--- src/rtl/sdpc_pkg.sv ---
// Purpose: Shared constants, command set and helpers for the SDRAM pin control
// Assumes: One external bus clock at 10 MHz, synchronous active-high reset
// Notes: Strobe codes are {row, column, write}, all active low
package sdpc_pkg;

  localparam int SDPC_SPACE_HI = 31;
  localparam int SDPC_SPACE_LO = 26;
  localparam logic [5:0] SDPC_SPACE_CODE = 6'h01;
  localparam int SDPC_ADDR_W = 14;
  localparam int SDPC_A10_POS = 10;
  localparam int SDPC_ODD_WORD_POS = 0;

  // Standard command truth table, {row, column, write}
  localparam logic [2:0] SDPC_STB_NOP = 3'h7;
  localparam logic [2:0] SDPC_STB_ACT = 3'h3;
  localparam logic [2:0] SDPC_STB_RD = 3'h5;
  localparam logic [2:0] SDPC_STB_WR = 3'h4;
  localparam logic [2:0] SDPC_STB_PRE = 3'h2;
  localparam logic [2:0] SDPC_STB_REF = 3'h1;
  localparam logic [2:0] SDPC_STB_MRS = 3'h0;

  localparam logic SDPC_SEL_N_RST = 1'b1;
  localparam logic SDPC_MASK_RST = 1'b0;
  localparam logic SDPC_CKE_RST = 1'b1;
  localparam logic SDPC_OE_N_RST = 1'b1;

  typedef enum logic [3:0] {
    SDPC_CMD_NOP,
    SDPC_CMD_ACT,
    SDPC_CMD_RD,
    SDPC_CMD_WR,
    SDPC_CMD_PRE,
    SDPC_CMD_REF,
    SDPC_CMD_MRS,
    SDPC_CMD_SR_ENTER,
    SDPC_CMD_SR_EXIT,
    SDPC_CMD_SUSP_ENTER,
    SDPC_CMD_SUSP_EXIT
  } sdpc_cmd_e;

  function automatic logic sdpc_in_space(input logic [31:0] addr);
    return addr[SDPC_SPACE_HI:SDPC_SPACE_LO] == SDPC_SPACE_CODE;
  endfunction

  // Commands that carry a memory address and so must hit the SDRAM region
  function automatic logic sdpc_needs_region(input sdpc_cmd_e cmd);
    return (cmd == SDPC_CMD_ACT) || (cmd == SDPC_CMD_RD) || (cmd == SDPC_CMD_WR);
  endfunction

  function automatic logic [2:0] sdpc_encode(input sdpc_cmd_e cmd);
    logic [2:0] s;
    s = SDPC_STB_NOP;
    case (cmd)
      SDPC_CMD_ACT: s = SDPC_STB_ACT;
      SDPC_CMD_RD: s = SDPC_STB_RD;
      SDPC_CMD_WR: s = SDPC_STB_WR;
      SDPC_CMD_PRE: s = SDPC_STB_PRE;
      SDPC_CMD_REF: s = SDPC_STB_REF;
      SDPC_CMD_MRS: s = SDPC_STB_MRS;
      SDPC_CMD_SR_ENTER: s = SDPC_STB_REF;
      default: s = SDPC_STB_NOP;
    endcase
    return s;
  endfunction

endpackage

--- src/rtl/sdpc_cke_ctrl.sv ---
// Purpose: Clock-enable state for self-refresh and suspend
// Assumes: Commands arrive already accepted, one per cycle
// Notes: A pending bus grant pulls the part out of suspend, never out of self-refresh
module sdpc_cke_ctrl
  import sdpc_pkg::*;
(
  input wire logic clk,
  input wire logic reset,
  input wire logic take,
  input wire sdpc_pkg::sdpc_cmd_e cmd,
  input wire logic grant_pending,
  output logic cmd_allowed,
  output logic in_self_refresh,
  output logic in_suspend,
  output logic cke_q
);
  typedef enum logic [1:0] {SDPC_CKE_RUN, SDPC_CKE_SELF, SDPC_CKE_SUSP} sdpc_cke_e;

  sdpc_cke_e state_q;
  sdpc_cke_e state_d;
  logic cke_d;

  always_comb
  begin
    state_d = state_q;
    cmd_allowed = 1'b0;
    case (state_q)
      SDPC_CKE_RUN:
      begin
        cmd_allowed = (cmd != SDPC_CMD_SR_EXIT) && (cmd != SDPC_CMD_SUSP_EXIT);
        if (take && cmd == SDPC_CMD_SR_ENTER)
          state_d = SDPC_CKE_SELF;
        else if (take && cmd == SDPC_CMD_SUSP_ENTER && !grant_pending)
          state_d = SDPC_CKE_SUSP;
      end
      SDPC_CKE_SELF:
      begin
        cmd_allowed = (cmd == SDPC_CMD_SR_EXIT);
        if (take && cmd == SDPC_CMD_SR_EXIT)
          state_d = SDPC_CKE_RUN;
      end
      SDPC_CKE_SUSP:
      begin
        cmd_allowed = (cmd == SDPC_CMD_SUSP_EXIT);
        // Handing the bus over with a suspended part would strand it
        if ((take && cmd == SDPC_CMD_SUSP_EXIT) || grant_pending)
          state_d = SDPC_CKE_RUN;
      end
      default: state_d = SDPC_CKE_RUN;
    endcase
    cke_d = (state_d == SDPC_CKE_RUN);
  end

  always_ff @(posedge clk)
  begin
    if (reset)
    begin
      state_q <= SDPC_CKE_RUN;
      cke_q <= SDPC_CKE_RST;
    end
    else
    begin
      state_q <= state_d;
      cke_q <= cke_d;
    end
  end

  assign in_self_refresh = (state_q == SDPC_CKE_SELF);
  assign in_suspend = (state_q == SDPC_CKE_SUSP);

endmodule // sdpc_cke_ctrl

--- src/rtl/sdpc_pin_control.sv ---
// Purpose: Pin-level command, mask and clock-enable logic toward external SDRAM
// Assumes: Requests and mastership come from logic on the same external bus clock
// Notes: One command per accepted request that is not dropped, presented for one cycle, then a NOP if no other follows
//
// How it works
// - The space select goes low for every command cycle, and accesses must decode to 0b000001.
// - Only while this device is bus master are the pins driven; otherwise they float.
// - The row strobe goes low in the very cycle the row address is on the address lines.
// - The column strobe goes low in the very cycle the column address is on the address lines.
// - Refresh, precharge and mode set follow the standard strobe truth table.
// - With the column strobe low, the write strobe is low for writes and high for reads.
// - Masks only matter with the column strobe low, and both stay inactive on reads.
// - A word write to an odd address on a 64-bit bus raises the low mask.
// - A word write to an even address, or any write on a 32-bit bus, raises the high mask.
// - Address bit 10 has its own pin, so refresh leaves the shared address bus free.
// - Clock enable takes the part into and out of self-refresh and suspend.
// - Before a grant clock enable rests high, or low if the part is in self-refresh.
module sdpc_pin_control
  import sdpc_pkg::*;
(
  input wire logic clk,
  input wire logic reset,
  input wire logic is_bus_master,
  input wire logic grant_pending,
  input wire logic bus_is_32bit,
  input wire logic req_valid,
  output logic req_ready,
  input wire sdpc_pkg::sdpc_cmd_e req_cmd,
  input wire logic [31:0] req_addr,
  input wire logic [sdpc_pkg::SDPC_ADDR_W-1:0] req_sdram_addr,
  input wire logic req_long,
  output logic req_dropped,
  output logic grant_safe,
  output logic sdram_space_select_n,
  output logic row_strobe_n,
  output logic col_strobe_n,
  output logic sdram_write_strobe_n,
  output logic low_word_data_mask,
  output logic high_word_data_mask,
  output logic dedicated_row_addr_bit10,
  output logic [sdpc_pkg::SDPC_ADDR_W-1:0] sdram_addr,
  output logic sdram_addr_oe_n,
  output logic cmd_pins_oe_n,
  output logic sdram_clock_enable_out,
  output logic cke_oe_n
);
  import sdpc_pkg::*;

  logic take;
  logic region_ok;
  logic issue;
  logic cmd_allowed;
  logic in_self_refresh;
  logic in_suspend;
  logic cke_q;
  logic is_write;
  logic odd_word;

  logic sel_n_q;
  logic sel_n_d;
  logic [2:0] stb_q;
  logic [2:0] stb_d;
  logic low_word_data_mask_q;
  logic low_word_data_mask_d;
  logic high_word_data_mask_q;
  logic high_word_data_mask_d;
  logic a10_q;
  logic a10_d;
  logic [SDPC_ADDR_W-1:0] addr_q;
  logic [SDPC_ADDR_W-1:0] addr_d;
  logic addr_oe_n_q;
  logic addr_oe_n_d;
  logic cmd_oe_n_q;
  logic cmd_oe_n_d;
  logic cke_oe_n_q;
  logic cke_oe_n_d;
  logic drop_q;
  logic drop_d;

  sdpc_cke_ctrl u_cke (
    .clk(clk),
    .reset(reset),
    .take(take),
    .cmd(req_cmd),
    .grant_pending(grant_pending),
    .cmd_allowed(cmd_allowed),
    .in_self_refresh(in_self_refresh),
    .in_suspend(in_suspend),
    .cke_q(cke_q)
  );

  // A pending grant freezes new work so the bus is quiet when handed over
  assign req_ready = cmd_allowed && is_bus_master && !grant_pending;
  assign take = req_valid && req_ready;
  assign region_ok = !sdpc_needs_region(req_cmd) || sdpc_in_space(req_addr);
  assign issue = take && region_ok && (req_cmd != SDPC_CMD_NOP);
  assign is_write = (req_cmd == SDPC_CMD_WR);
  assign odd_word = req_addr[SDPC_ODD_WORD_POS];
  assign grant_safe = !in_suspend && !issue && (stb_q == SDPC_STB_NOP);

  always_comb
  begin
    sel_n_d = SDPC_SEL_N_RST;
    stb_d = SDPC_STB_NOP;
    low_word_data_mask_d = SDPC_MASK_RST;
    high_word_data_mask_d = SDPC_MASK_RST;
    a10_d = 1'b0;
    addr_d = addr_q;
    addr_oe_n_d = SDPC_OE_N_RST;
    drop_d = take && !region_ok;
    cmd_oe_n_d = !is_bus_master;
    cke_oe_n_d = !is_bus_master;
    if (issue)
    begin
      sel_n_d = 1'b0;
      stb_d = sdpc_encode(req_cmd);
      case (req_cmd)
        SDPC_CMD_ACT, SDPC_CMD_RD, SDPC_CMD_WR, SDPC_CMD_MRS:
        begin
          // Row or column goes out in the same edge as its strobe
          addr_d = req_sdram_addr;
          addr_oe_n_d = 1'b0;
          a10_d = req_sdram_addr[SDPC_A10_POS];
        end
        SDPC_CMD_PRE:
          a10_d = req_sdram_addr[SDPC_A10_POS];
        default:
          a10_d = 1'b0;
      endcase
      if (is_write)
      begin
        low_word_data_mask_d = !bus_is_32bit && odd_word && !req_long;
        high_word_data_mask_d = bus_is_32bit || (!req_long && !odd_word);
      end
      else
      begin
        low_word_data_mask_d = 1'b0;
        high_word_data_mask_d = 1'b0;
      end
    end
  end

  always_ff @(posedge clk)
  begin
    if (reset)
    begin
      sel_n_q <= SDPC_SEL_N_RST;
      stb_q <= SDPC_STB_NOP;
      low_word_data_mask_q <= SDPC_MASK_RST;
      high_word_data_mask_q <= SDPC_MASK_RST;
      a10_q <= 1'b0;
      addr_q <= '0;
      addr_oe_n_q <= SDPC_OE_N_RST;
      cmd_oe_n_q <= SDPC_OE_N_RST;
      cke_oe_n_q <= SDPC_OE_N_RST;
      drop_q <= 1'b0;
    end
    else
    begin
      sel_n_q <= sel_n_d;
      stb_q <= stb_d;
      low_word_data_mask_q <= low_word_data_mask_d;
      high_word_data_mask_q <= high_word_data_mask_d;
      a10_q <= a10_d;
      addr_q <= addr_d;
      addr_oe_n_q <= addr_oe_n_d;
      cmd_oe_n_q <= cmd_oe_n_d;
      cke_oe_n_q <= cke_oe_n_d;
      drop_q <= drop_d;
    end
  end

  assign sdram_space_select_n = sel_n_q;
  assign row_strobe_n = stb_q[2];
  assign col_strobe_n = stb_q[1];
  assign sdram_write_strobe_n = stb_q[0];
  assign low_word_data_mask = low_word_data_mask_q;
  assign high_word_data_mask = high_word_data_mask_q;
  assign dedicated_row_addr_bit10 = a10_q;
  assign sdram_addr = addr_q;
  assign sdram_addr_oe_n = addr_oe_n_q;
  assign cmd_pins_oe_n = cmd_oe_n_q;
  assign sdram_clock_enable_out = cke_q;
  assign cke_oe_n = cke_oe_n_q;
  assign req_dropped = drop_q;

  property p_space_select;
    @(posedge clk) disable iff (reset)
      (take && sdpc_needs_region(req_cmd) && sdpc_in_space(req_addr))
      |=> !sdram_space_select_n;
  endproperty
  a_space_select: assert property (p_space_select)
    else $error("space select missed on region access");

  property p_outside_region;
    @(posedge clk) disable iff (reset)
      (take && sdpc_needs_region(req_cmd) && !sdpc_in_space(req_addr))
      |=> sdram_space_select_n && row_strobe_n && col_strobe_n && req_dropped;
  endproperty
  a_outside_region: assert property (p_outside_region)
    else $error("command issued outside the SDRAM region");

  property p_not_master;
    @(posedge clk) disable iff (reset)
      !is_bus_master |=> cmd_pins_oe_n && cke_oe_n && sdram_addr_oe_n;
  endproperty
  a_not_master: assert property (p_not_master)
    else $error("pins driven while not bus master");

  property p_row_valid;
    @(posedge clk) disable iff (reset)
      (take && req_cmd == SDPC_CMD_ACT && region_ok)
      |=> !row_strobe_n && col_strobe_n && !sdram_addr_oe_n
          && sdram_addr == $past(req_sdram_addr);
  endproperty
  a_row_valid: assert property (p_row_valid)
    else $error("row strobe not aligned with row address");

  property p_col_read;
    @(posedge clk) disable iff (reset)
      (take && req_cmd == SDPC_CMD_RD && region_ok)
      |=> row_strobe_n && !col_strobe_n && sdram_write_strobe_n
          && sdram_addr == $past(req_sdram_addr) ##1 (col_strobe_n || $past(issue));
  endproperty
  a_col_read: assert property (p_col_read)
    else $error("read column cycle wrong");

  property p_refresh_code;
    @(posedge clk) disable iff (reset)
      (take && (req_cmd == SDPC_CMD_REF || req_cmd == SDPC_CMD_PRE))
      |=> !row_strobe_n && sdram_write_strobe_n != $past(req_cmd == SDPC_CMD_PRE)
          && (col_strobe_n == $past(req_cmd == SDPC_CMD_PRE));
  endproperty
  a_refresh_code: assert property (p_refresh_code)
    else $error("refresh or precharge strobe code wrong");

  property p_write_strobe;
    @(posedge clk) disable iff (reset)
      (take && req_cmd == SDPC_CMD_WR && region_ok)
      |=> !col_strobe_n && !sdram_write_strobe_n && row_strobe_n;
  endproperty
  a_write_strobe: assert property (p_write_strobe)
    else $error("write strobe not low on write column cycle");

  property p_mask_idle;
    @(posedge clk) disable iff (reset)
      (col_strobe_n || sdram_write_strobe_n) |-> !low_word_data_mask && !high_word_data_mask;
  endproperty
  a_mask_idle: assert property (p_mask_idle)
    else $error("mask active outside a write column cycle");

  property p_low_mask;
    @(posedge clk) disable iff (reset)
      (take && is_write && region_ok && !bus_is_32bit && !req_long)
      |=> low_word_data_mask == $past(odd_word) && high_word_data_mask == !$past(odd_word);
  endproperty
  a_low_mask: assert property (p_low_mask)
    else $error("word write masks wrong on 64-bit bus");

  property p_high_mask_32;
    @(posedge clk) disable iff (reset)
      (take && is_write && region_ok && bus_is_32bit)
      |=> high_word_data_mask && !low_word_data_mask;
  endproperty
  a_high_mask_32: assert property (p_high_mask_32)
    else $error("high mask not set on 32-bit bus write");

  property p_refresh_bus_free;
    @(posedge clk) disable iff (reset)
      (take && req_cmd == SDPC_CMD_REF) |=> sdram_addr_oe_n && !dedicated_row_addr_bit10;
  endproperty
  a_refresh_bus_free: assert property (p_refresh_bus_free)
    else $error("refresh used the shared address bus");

  property p_self_refresh;
    @(posedge clk) disable iff (reset)
      (take && req_cmd == SDPC_CMD_SR_ENTER)
      |=> !sdram_clock_enable_out && !row_strobe_n && !col_strobe_n ##1 !sdram_clock_enable_out;
  endproperty
  a_self_refresh: assert property (p_self_refresh)
    else $error("self-refresh entry did not drop clock enable");

  property p_suspend_cke;
    @(posedge clk) disable iff (reset)
      (take && req_cmd == SDPC_CMD_SUSP_ENTER) |=> !sdram_clock_enable_out;
  endproperty
  a_suspend_cke: assert property (p_suspend_cke)
    else $error("suspend entry did not drop clock enable");

  property p_exit_cke;
    @(posedge clk) disable iff (reset)
      (take && (req_cmd == SDPC_CMD_SR_EXIT || req_cmd == SDPC_CMD_SUSP_EXIT))
      |=> sdram_clock_enable_out;
  endproperty
  a_exit_cke: assert property (p_exit_cke)
    else $error("clock enable not raised on exit");

  property p_grant_rest;
    @(posedge clk) disable iff (reset)
      grant_pending |-> ##[0:2] (sdram_clock_enable_out == !in_self_refresh);
  endproperty
  a_grant_rest: assert property (p_grant_rest)
    else $error("clock enable not at rest level before grant");

  property p_quiet_nop;
    @(posedge clk) disable iff (reset)
      !issue |=> sdram_space_select_n && row_strobe_n && col_strobe_n && sdram_write_strobe_n;
  endproperty
  a_quiet_nop: assert property (p_quiet_nop)
    else $error("command pins changed without an accepted command");

endmodule // sdpc_pin_control

--- config.mk ---
export PLATFORM = sky130hd
export DESIGN_NAME = sdpc_pin_control
export DESIGN_NICKNAME = d
export VERILOG_FILES = /design/src/rtl/sdpc_pkg.sv /design/src/rtl/sdpc_cke_ctrl.sv /design/src/rtl/sdpc_pin_control.sv
export SDC_FILE = /design/constraint.sdc
export NUM_CORES = 1
export LEC_CHECK = 0
export ABC_CLOCK_PERIOD_IN_PS = 2800
export BUFFER_PORTS_ARGS = -buffer_cell sky130_fd_sc_hd__buf_2
export CAP_MARGIN = 20
export CORE_MARGIN = 1.5
export CORE_UTILIZATION = 33
export DETAILED_ROUTE_END_ITERATION = 16
export GPL_TIMING_DRIVEN = 0
export PLACE_DENSITY = 0.65
export SLEW_MARGIN = 20
export SYNTH_ARGS = -nofsm -noshare
export SYNTH_HDL_FRONTEND = slang
export SYNTH_HIERARCHICAL = 1
export SYNTH_SLANG_ARGS = --single-unit
--- constraint.sdc ---
create_clock -name clk -period 2.8 [get_ports clk]
set_input_delay 0.56 -clock clk [delete_from_list [all_inputs] [get_ports clk]]
set_output_delay 0.56 -clock clk [all_outputs]
set_load 0.01 [all_outputs]
# Word-level counts from Yosys, hierarchy flattened

Index checks and enable logic that the tools add are counted.

Register bits after elaboration: 27
Word-level logic and storage cells: 80
Output and inout bits: 28
Input bits: 57

Reductions and logical operators: 41
Equal/unequal tests: 16
Bitwise operators: 3
Multiplexer cells: 9

Operators by type and width:

| kind                                                 | number |
|---|---|
| one-hot mux 3 bit (6 select lines)                   | 1 |
| logical AND 1 bit                                    | 17 |
| equality test 4 x 3 -> 1 bit (second input constant) | 4 |
| equality test 4 bit (second input constant)          | 3 |
| logical NOT 1 bit                                    | 9 |
| equality test 4 x 2 -> 1 bit (second input constant) | 2 |
| 2-to-1 mux 2 bit                                     | 4 |
| inequality test 4 bit (second input constant)        | 2 |
| equality test 6 x 1 -> 1 bit (second input constant) | 1 |
| one-hot mux 2 bit (3 select lines)                   | 1 |
| OR reduction 3 bit                                   | 2 |
| logical OR 1 bit                                     | 5 |
| OR reduction 5 bit                                   | 1 |
| equality test 4 x 1 -> 1 bit (second input constant) | 1 |
| logical NOT 2 bit                                    | 2 |
| nonzero test 4 bit                                   | 1 |
| OR reduction 2 bit                                   | 2 |
| OR reduction 4 bit                                   | 1 |
| equality test 3 bit (second input constant)          | 1 |
| NOT 1 bit                                            | 3 |
| one-hot mux 1 bit (3 select lines)                   | 1 |
| equality test 2 x 1 -> 1 bit (second input constant) | 1 |
| equality test 2 bit (second input constant)          | 1 |
| 2-to-1 mux 1 bit                                     | 2 |
| AND reduction 2 bit                                  | 1 |

# Longest topological paths before layout

Depth after elaboration: 12
Gate-level depth with buffers: 10
Mapped depth without buffers: 10

# Cells and area by module

The synthesis kept the hierarchy.

Modules (own cells, without submodules):

| module           | area each (um^2) | cells an instance | times used | sequential area each (um^2) |
|---|---|---|---|---|
| sdpc_pin_control | 1092.3           | 111               | 1          | 480.5 |
| sdpc_cke_ctrl    | 205.2            | 22                | 1          | 60.1 |

# Worst setup path after synthesis

No wires, ideal clock.

Path kind: input -> register
Start: in req_cmd[0]
End: reg addr_q[0], in the netlist sdram_addr[0]
Library setup time: 72 ps
Path buffers: 1
Data required time: 2728 ps
Arrival: 2346 ps
Stages on the path: 7
Path slack: 383 ps
Path through: nor3_1 > mux2_2 > o21ai_1 > nand4b_1 > a2111oi_4 > buf_6 > mux2i_1

Longest elaborated chain between the ends: 9
Elaborated cells between the ends (all ways): 22
Classes of those cells: eq/ne (8); mux (1); reduce/logical (13)

Ends and longest elaborated chain:

| item                                   | line                    | RTL |
|---|---|---|
| start: declaration                     | sdpc_pin_control.sv:28  | `input wire sdpc_pkg::sdpc_cmd_e req_cmd,` |
| inequality test 4 bit                  | sdpc_cke_ctrl.sv:30     | `cmd_allowed = (cmd != SDPC_CMD_SR_EXIT) && (cmd != SDPC_CMD_SUSP_EXIT);` |
| logical AND 1 bit                      | sdpc_cke_ctrl.sv:30     |  |
| one-hot mux 1 bit (3 select lines) (*) | sdpc_cke_ctrl.sv:27     | `case (state_q)` |
| via cmd_allowed                        | sdpc_pin_control.sv:52  | `logic cmd_allowed;` |
| logical AND 1 bit (*) (2 in series)    | sdpc_pin_control.sv:93  | `assign req_ready = cmd_allowed && is_bus_master && !grant_pending;` |
| logical AND 1 bit (*)                  | sdpc_pin_control.sv:94  | `assign take = req_valid && req_ready;` |
| logical AND 1 bit (*) (2 in series)    | sdpc_pin_control.sv:96  | `assign issue = take && region_ok && (req_cmd != SDPC_CMD_NOP);` |
| AND reduction 2 bit (no line) (*)      | -                       |  |
| end signal: assignment                 | sdpc_pin_control.sv:165 | `addr_q <= addr_d;` |
| end: declaration                       | sdpc_pin_control.sv:69  | `logic [SDPC_ADDR_W-1:0] addr_q;` |

Mark *: on every way through the listed nets, which the timed path passes. The rest lies on a longest branch.
A chain may end at the register's enable or synchronous reset.

# Final worst setup path

Start: in req_cmd[3]
End: out grant_safe

Longest elaborated chain between the ends: 11
Elaborated cells between the ends (all ways): 22
Classes of those cells: eq/ne (7); mux (1); reduce/logical (14)

Ends and longest elaborated chain:

| item                                   | line                   | RTL |
|---|---|---|
| inequality test 4 bit                  | sdpc_cke_ctrl.sv:30    |  |
| logical AND 1 bit                      | sdpc_cke_ctrl.sv:30    |  |
| one-hot mux 1 bit (3 select lines) (*) | sdpc_cke_ctrl.sv:27    |  |
| via cmd_allowed                        | sdpc_pin_control.sv:52 |  |
| logical AND 1 bit (*) (2 in series)    | sdpc_pin_control.sv:93 |  |
| logical AND 1 bit (*)                  | sdpc_pin_control.sv:94 |  |
| via take                               | sdpc_pin_control.sv:49 | `logic take;` |
| logical AND 1 bit (*) (2 in series)    | sdpc_pin_control.sv:96 |  |
| logical NOT 1 bit (*)                  | sdpc_pin_control.sv:99 | `assign grant_safe = !in_suspend && !issue && (stb_q == SDPC_STB_NOP);` |
| logical AND 1 bit (*) (2 in series)    | sdpc_pin_control.sv:99 |  |
| end: declaration                       | sdpc_pin_control.sv:33 | `output logic grant_safe,` |

Marked as above.

==> reports/results.ini <==
[finish]
syn_to_final_growth_pct=32.8
antenna-diode-count=0
nets=256
mostFrequentLayoutCell=sky130_fd_sc_hd__buf_2
fillCellCount=385
drive_gt1_share_pct=38.4
layout.cells.most_common_list=sky130_fd_sc_hd__buf_2, sky130_fd_sc_hd__nand2b_1, sky130_fd_sc_hd__dfxtp_1, sky130_fd_sc_hd__mux2i_1, sky130_fd_sc_hd__nor2_1
multi_input_comb_area_sq_um=713
ff_latch_area_sq_um=541

[timing]
finalHoldWorstSlack_ns=0.457
fin_skew_ns=0.00227
setup_repair_after_global_routing_missed_its_margin=no
report.final.slew_viol_count=0
final_min_period_over_clock_period_pct=95.6
maxSlewHeadroom_pct=57.3
finalHoldViolations=0
tightest_slew_ns=0.635
fmaxAchievable_mhz=374
layout_setup_ws_ns=0.124
finalSetupViolations=0
finalWorstPathRequiredPeriod_ns=2.68

[synthesis]
area_of_the_mapped_netlist_sq_um=1300
yosys.area_share.adder_pct=0
yosys.area_share.xor_xnor_pct=0
synth_fp_nets=190
synth-seq-cells=27
synth_top_family_by_area=simple AND/OR/NAND/NOR gates
synthesis.instances=133
seq_area_frac_synth_pct=41.7
yosys.area_share.simple_pct=33.4
synth_compound_gate_area_share_pct=8.49
synth_cell_types=29
syn_avg_cell_area_sq_um=9.76
synth_mux_area_share_pct=12.4
synth.yosys.warnings=6

[route]
drcViolationCount=0
post_drt_via_cell_ratio=4.66
detail_route.iter0.violations=83
wl_per_cell_um=11.4
detailedRoute.firstPassIterationCount=5
routed-via-count=1146
route.final.wire_length_um=2800
antenna_violating_nets_post_route=0

[placed_design]
preCtsSetupSlack_ns=-0.251
place_congestion=0.738
placement.io_buffers=59
hpwl_um=2140

[clock_network]
clk_path_buf_depth=2
insertion_delay_ns=0.27
clock_sink_count=27
root_buffer=sky130_fd_sc_hd__clkbuf_8
cts-buffers-inserted=3
clock_tree_from_tritoncts=yes
clkTransAtPathRegs_ns=0.09
cts_max_level=1

[hold_path]
hold_path.class=in2reg

[power]
cellPowerDensity_nw_per_um2=404
power.leakage_nw=0.759
worst_ir_drop_on_vdd_mv=0.175

[floorplanning]
die_width_um=65.7
initial_utilization_pct=34.9
die-area_sq_um=4320
coreArea_sq_um=3720
die_height_um=65.7
i_o_pins=85
std_cell_rows=22

[setup_path]
timing_worst_setup_path_type=in2out
crit_fanout=8
worst_setup_path_end_kind=primary output
critPathArrivalTime_ns=2.12
required_ns=2.24
worstSetupStartpointType=input port

[global_route]
grt_max_degree=16
first_global_vias=1133
gr_util_all_layers_pct=14.3
global_route_wire_length_before_repair_um=4830
grt_antenna_before_repair=0
grt_remaining_overflow=0

[flow_run]
timing.max_cap.violations=0

[status]
status=completed

sequential cells by signal, indices dropped and copies added (netlist names):
signal and count:
sdram_addr 14, u_cke/state_q 2, stb_q 3, sdram_addr_oe_n 1, u_cke/cke_q 1, low_word_data_mask 1
sdram_space_select_n 1, cke_oe_n 1, req_dropped 1, high_word_data_mask 1, dedicated_row_addr_bit10 1
Yosys cell counts, drive strengths merged:
master | n | share of area [%]
nand2b | 31 | 15
dfxtp | 27 | 42
mux2i | 15 | 12
nor2 | 9 | 2.6
inv | 6 | 1.7
nand2 | 6 | 1.7
nor3 | 5 | 1.9
nor4 | 4 | 3.1
o21ai | 4 | 1.5
a21oi | 3 | 1.2
clkbuf | 3 | 0.87
nand3b | 3 | 2.7
nand4b | 3 | 2.0
a2111oi | 2 | 3.3
buf | 2 | 1.4
nor2b | 2 | 0.96
a41oi | 1 | 0.68
mux2 | 1 | 0.87
nand4bb | 1 | 2.1
nor3b | 1 | 0.58
nor4b | 1 | 0.68
o211a | 1 | 0.77
o21bai | 1 | 0.58
o22ai | 1 | 0.48
metal layers:
metal	vias up	global-route usage (%)	part of all wire, %
li1	588	-	-
met1	530	17.0	44
met2	26	25.4	50
met3	2	1.71	4.4
met4	0	6.25	0.96
met5	-	0	0
path summary, 6_finish.rpt:
check / slack (ns) / to / from / cells past startpoint
worst max-delay path: 0.12 / grant_safe / req_cmd[3] / 9
worst min-delay path: 0.46 / low_word_data_mask$_SDFF_PP0_ / req_long / 2
worst max register to register: 0.66 / sdram_addr[1]$_SDFFE_PP0P_ / u_cke/state_q[1]$_SDFF_PP0_ / 8
worst min register to register: 0.47 / sdram_addr[9]$_SDFFE_PP0P_ / sdram_addr[9]$_SDFFE_PP0P_ / 2
area by class of cell:
class                      count  share of cell area, %
clock buffer                   3                   2.40
timing repair buffer          61                   18.0
multi-input combinational     95                   41.4
buffer                         5                   1.74
sequential                    27                   31.4
inverter                       6                   1.31
tap                           48                   3.49
clock inverter                 1                  0.290
per-stage QoR:
step           std cells  total power, W  TNS (ns)  utilization [%]  area (sq um)
3_5_place_dp         240        0.000485     -3.01             44.5          1650
3_3_place_gp         240        0.000484     -2.81             44.5          1650
4_1_cts              245        0.000707         0             46.1          1710
6_report             246        0.000696         0             46.4          1720
2_1_floorplan        133        0.000439         0                -          1300
5_1_grt              246        0.000730         0             46.4          1720
where the power goes:
part	switching (W)	internal, W
logic	0.0000450	0.0000434
registers	0.00000150	0.000387
clock network	0.000120	0.0000997
cell families (layout without fill, tap and decap cells):
| logic type | count (synthesis) | in the layout |
|---|---|---|
| simple gates | 66 | 66 |
| flops | 27 | 27 |
| mux | 16 | 16 |
| compound gates | 13 | 13 |
| buf+inv | 11 | 76 |
repair_timing:
item                       CTS  global route
gates resized for setup      2             1
buffers inserted             1             1
pin swaps                    1             1
hold buffers                 0             0
setup endpoints to repair    1            11
critical path, stage by stage:
cell	delay (ns)
sky130_fd_sc_hd__buf_2	0.22
sky130_fd_sc_hd__inv_1	0.10
sky130_fd_sc_hd__nor3_2	0.16
sky130_fd_sc_hd__mux2_2	0.36
sky130_fd_sc_hd__o21ai_2	0.16
sky130_fd_sc_hd__nand4b_1	0.17
sky130_fd_sc_hd__inv_2	0.15
sky130_fd_sc_hd__a21oi_1	0.08
sky130_fd_sc_hd__buf_2	0.14
No activity file was read; power rests on OpenSTA's default activity.
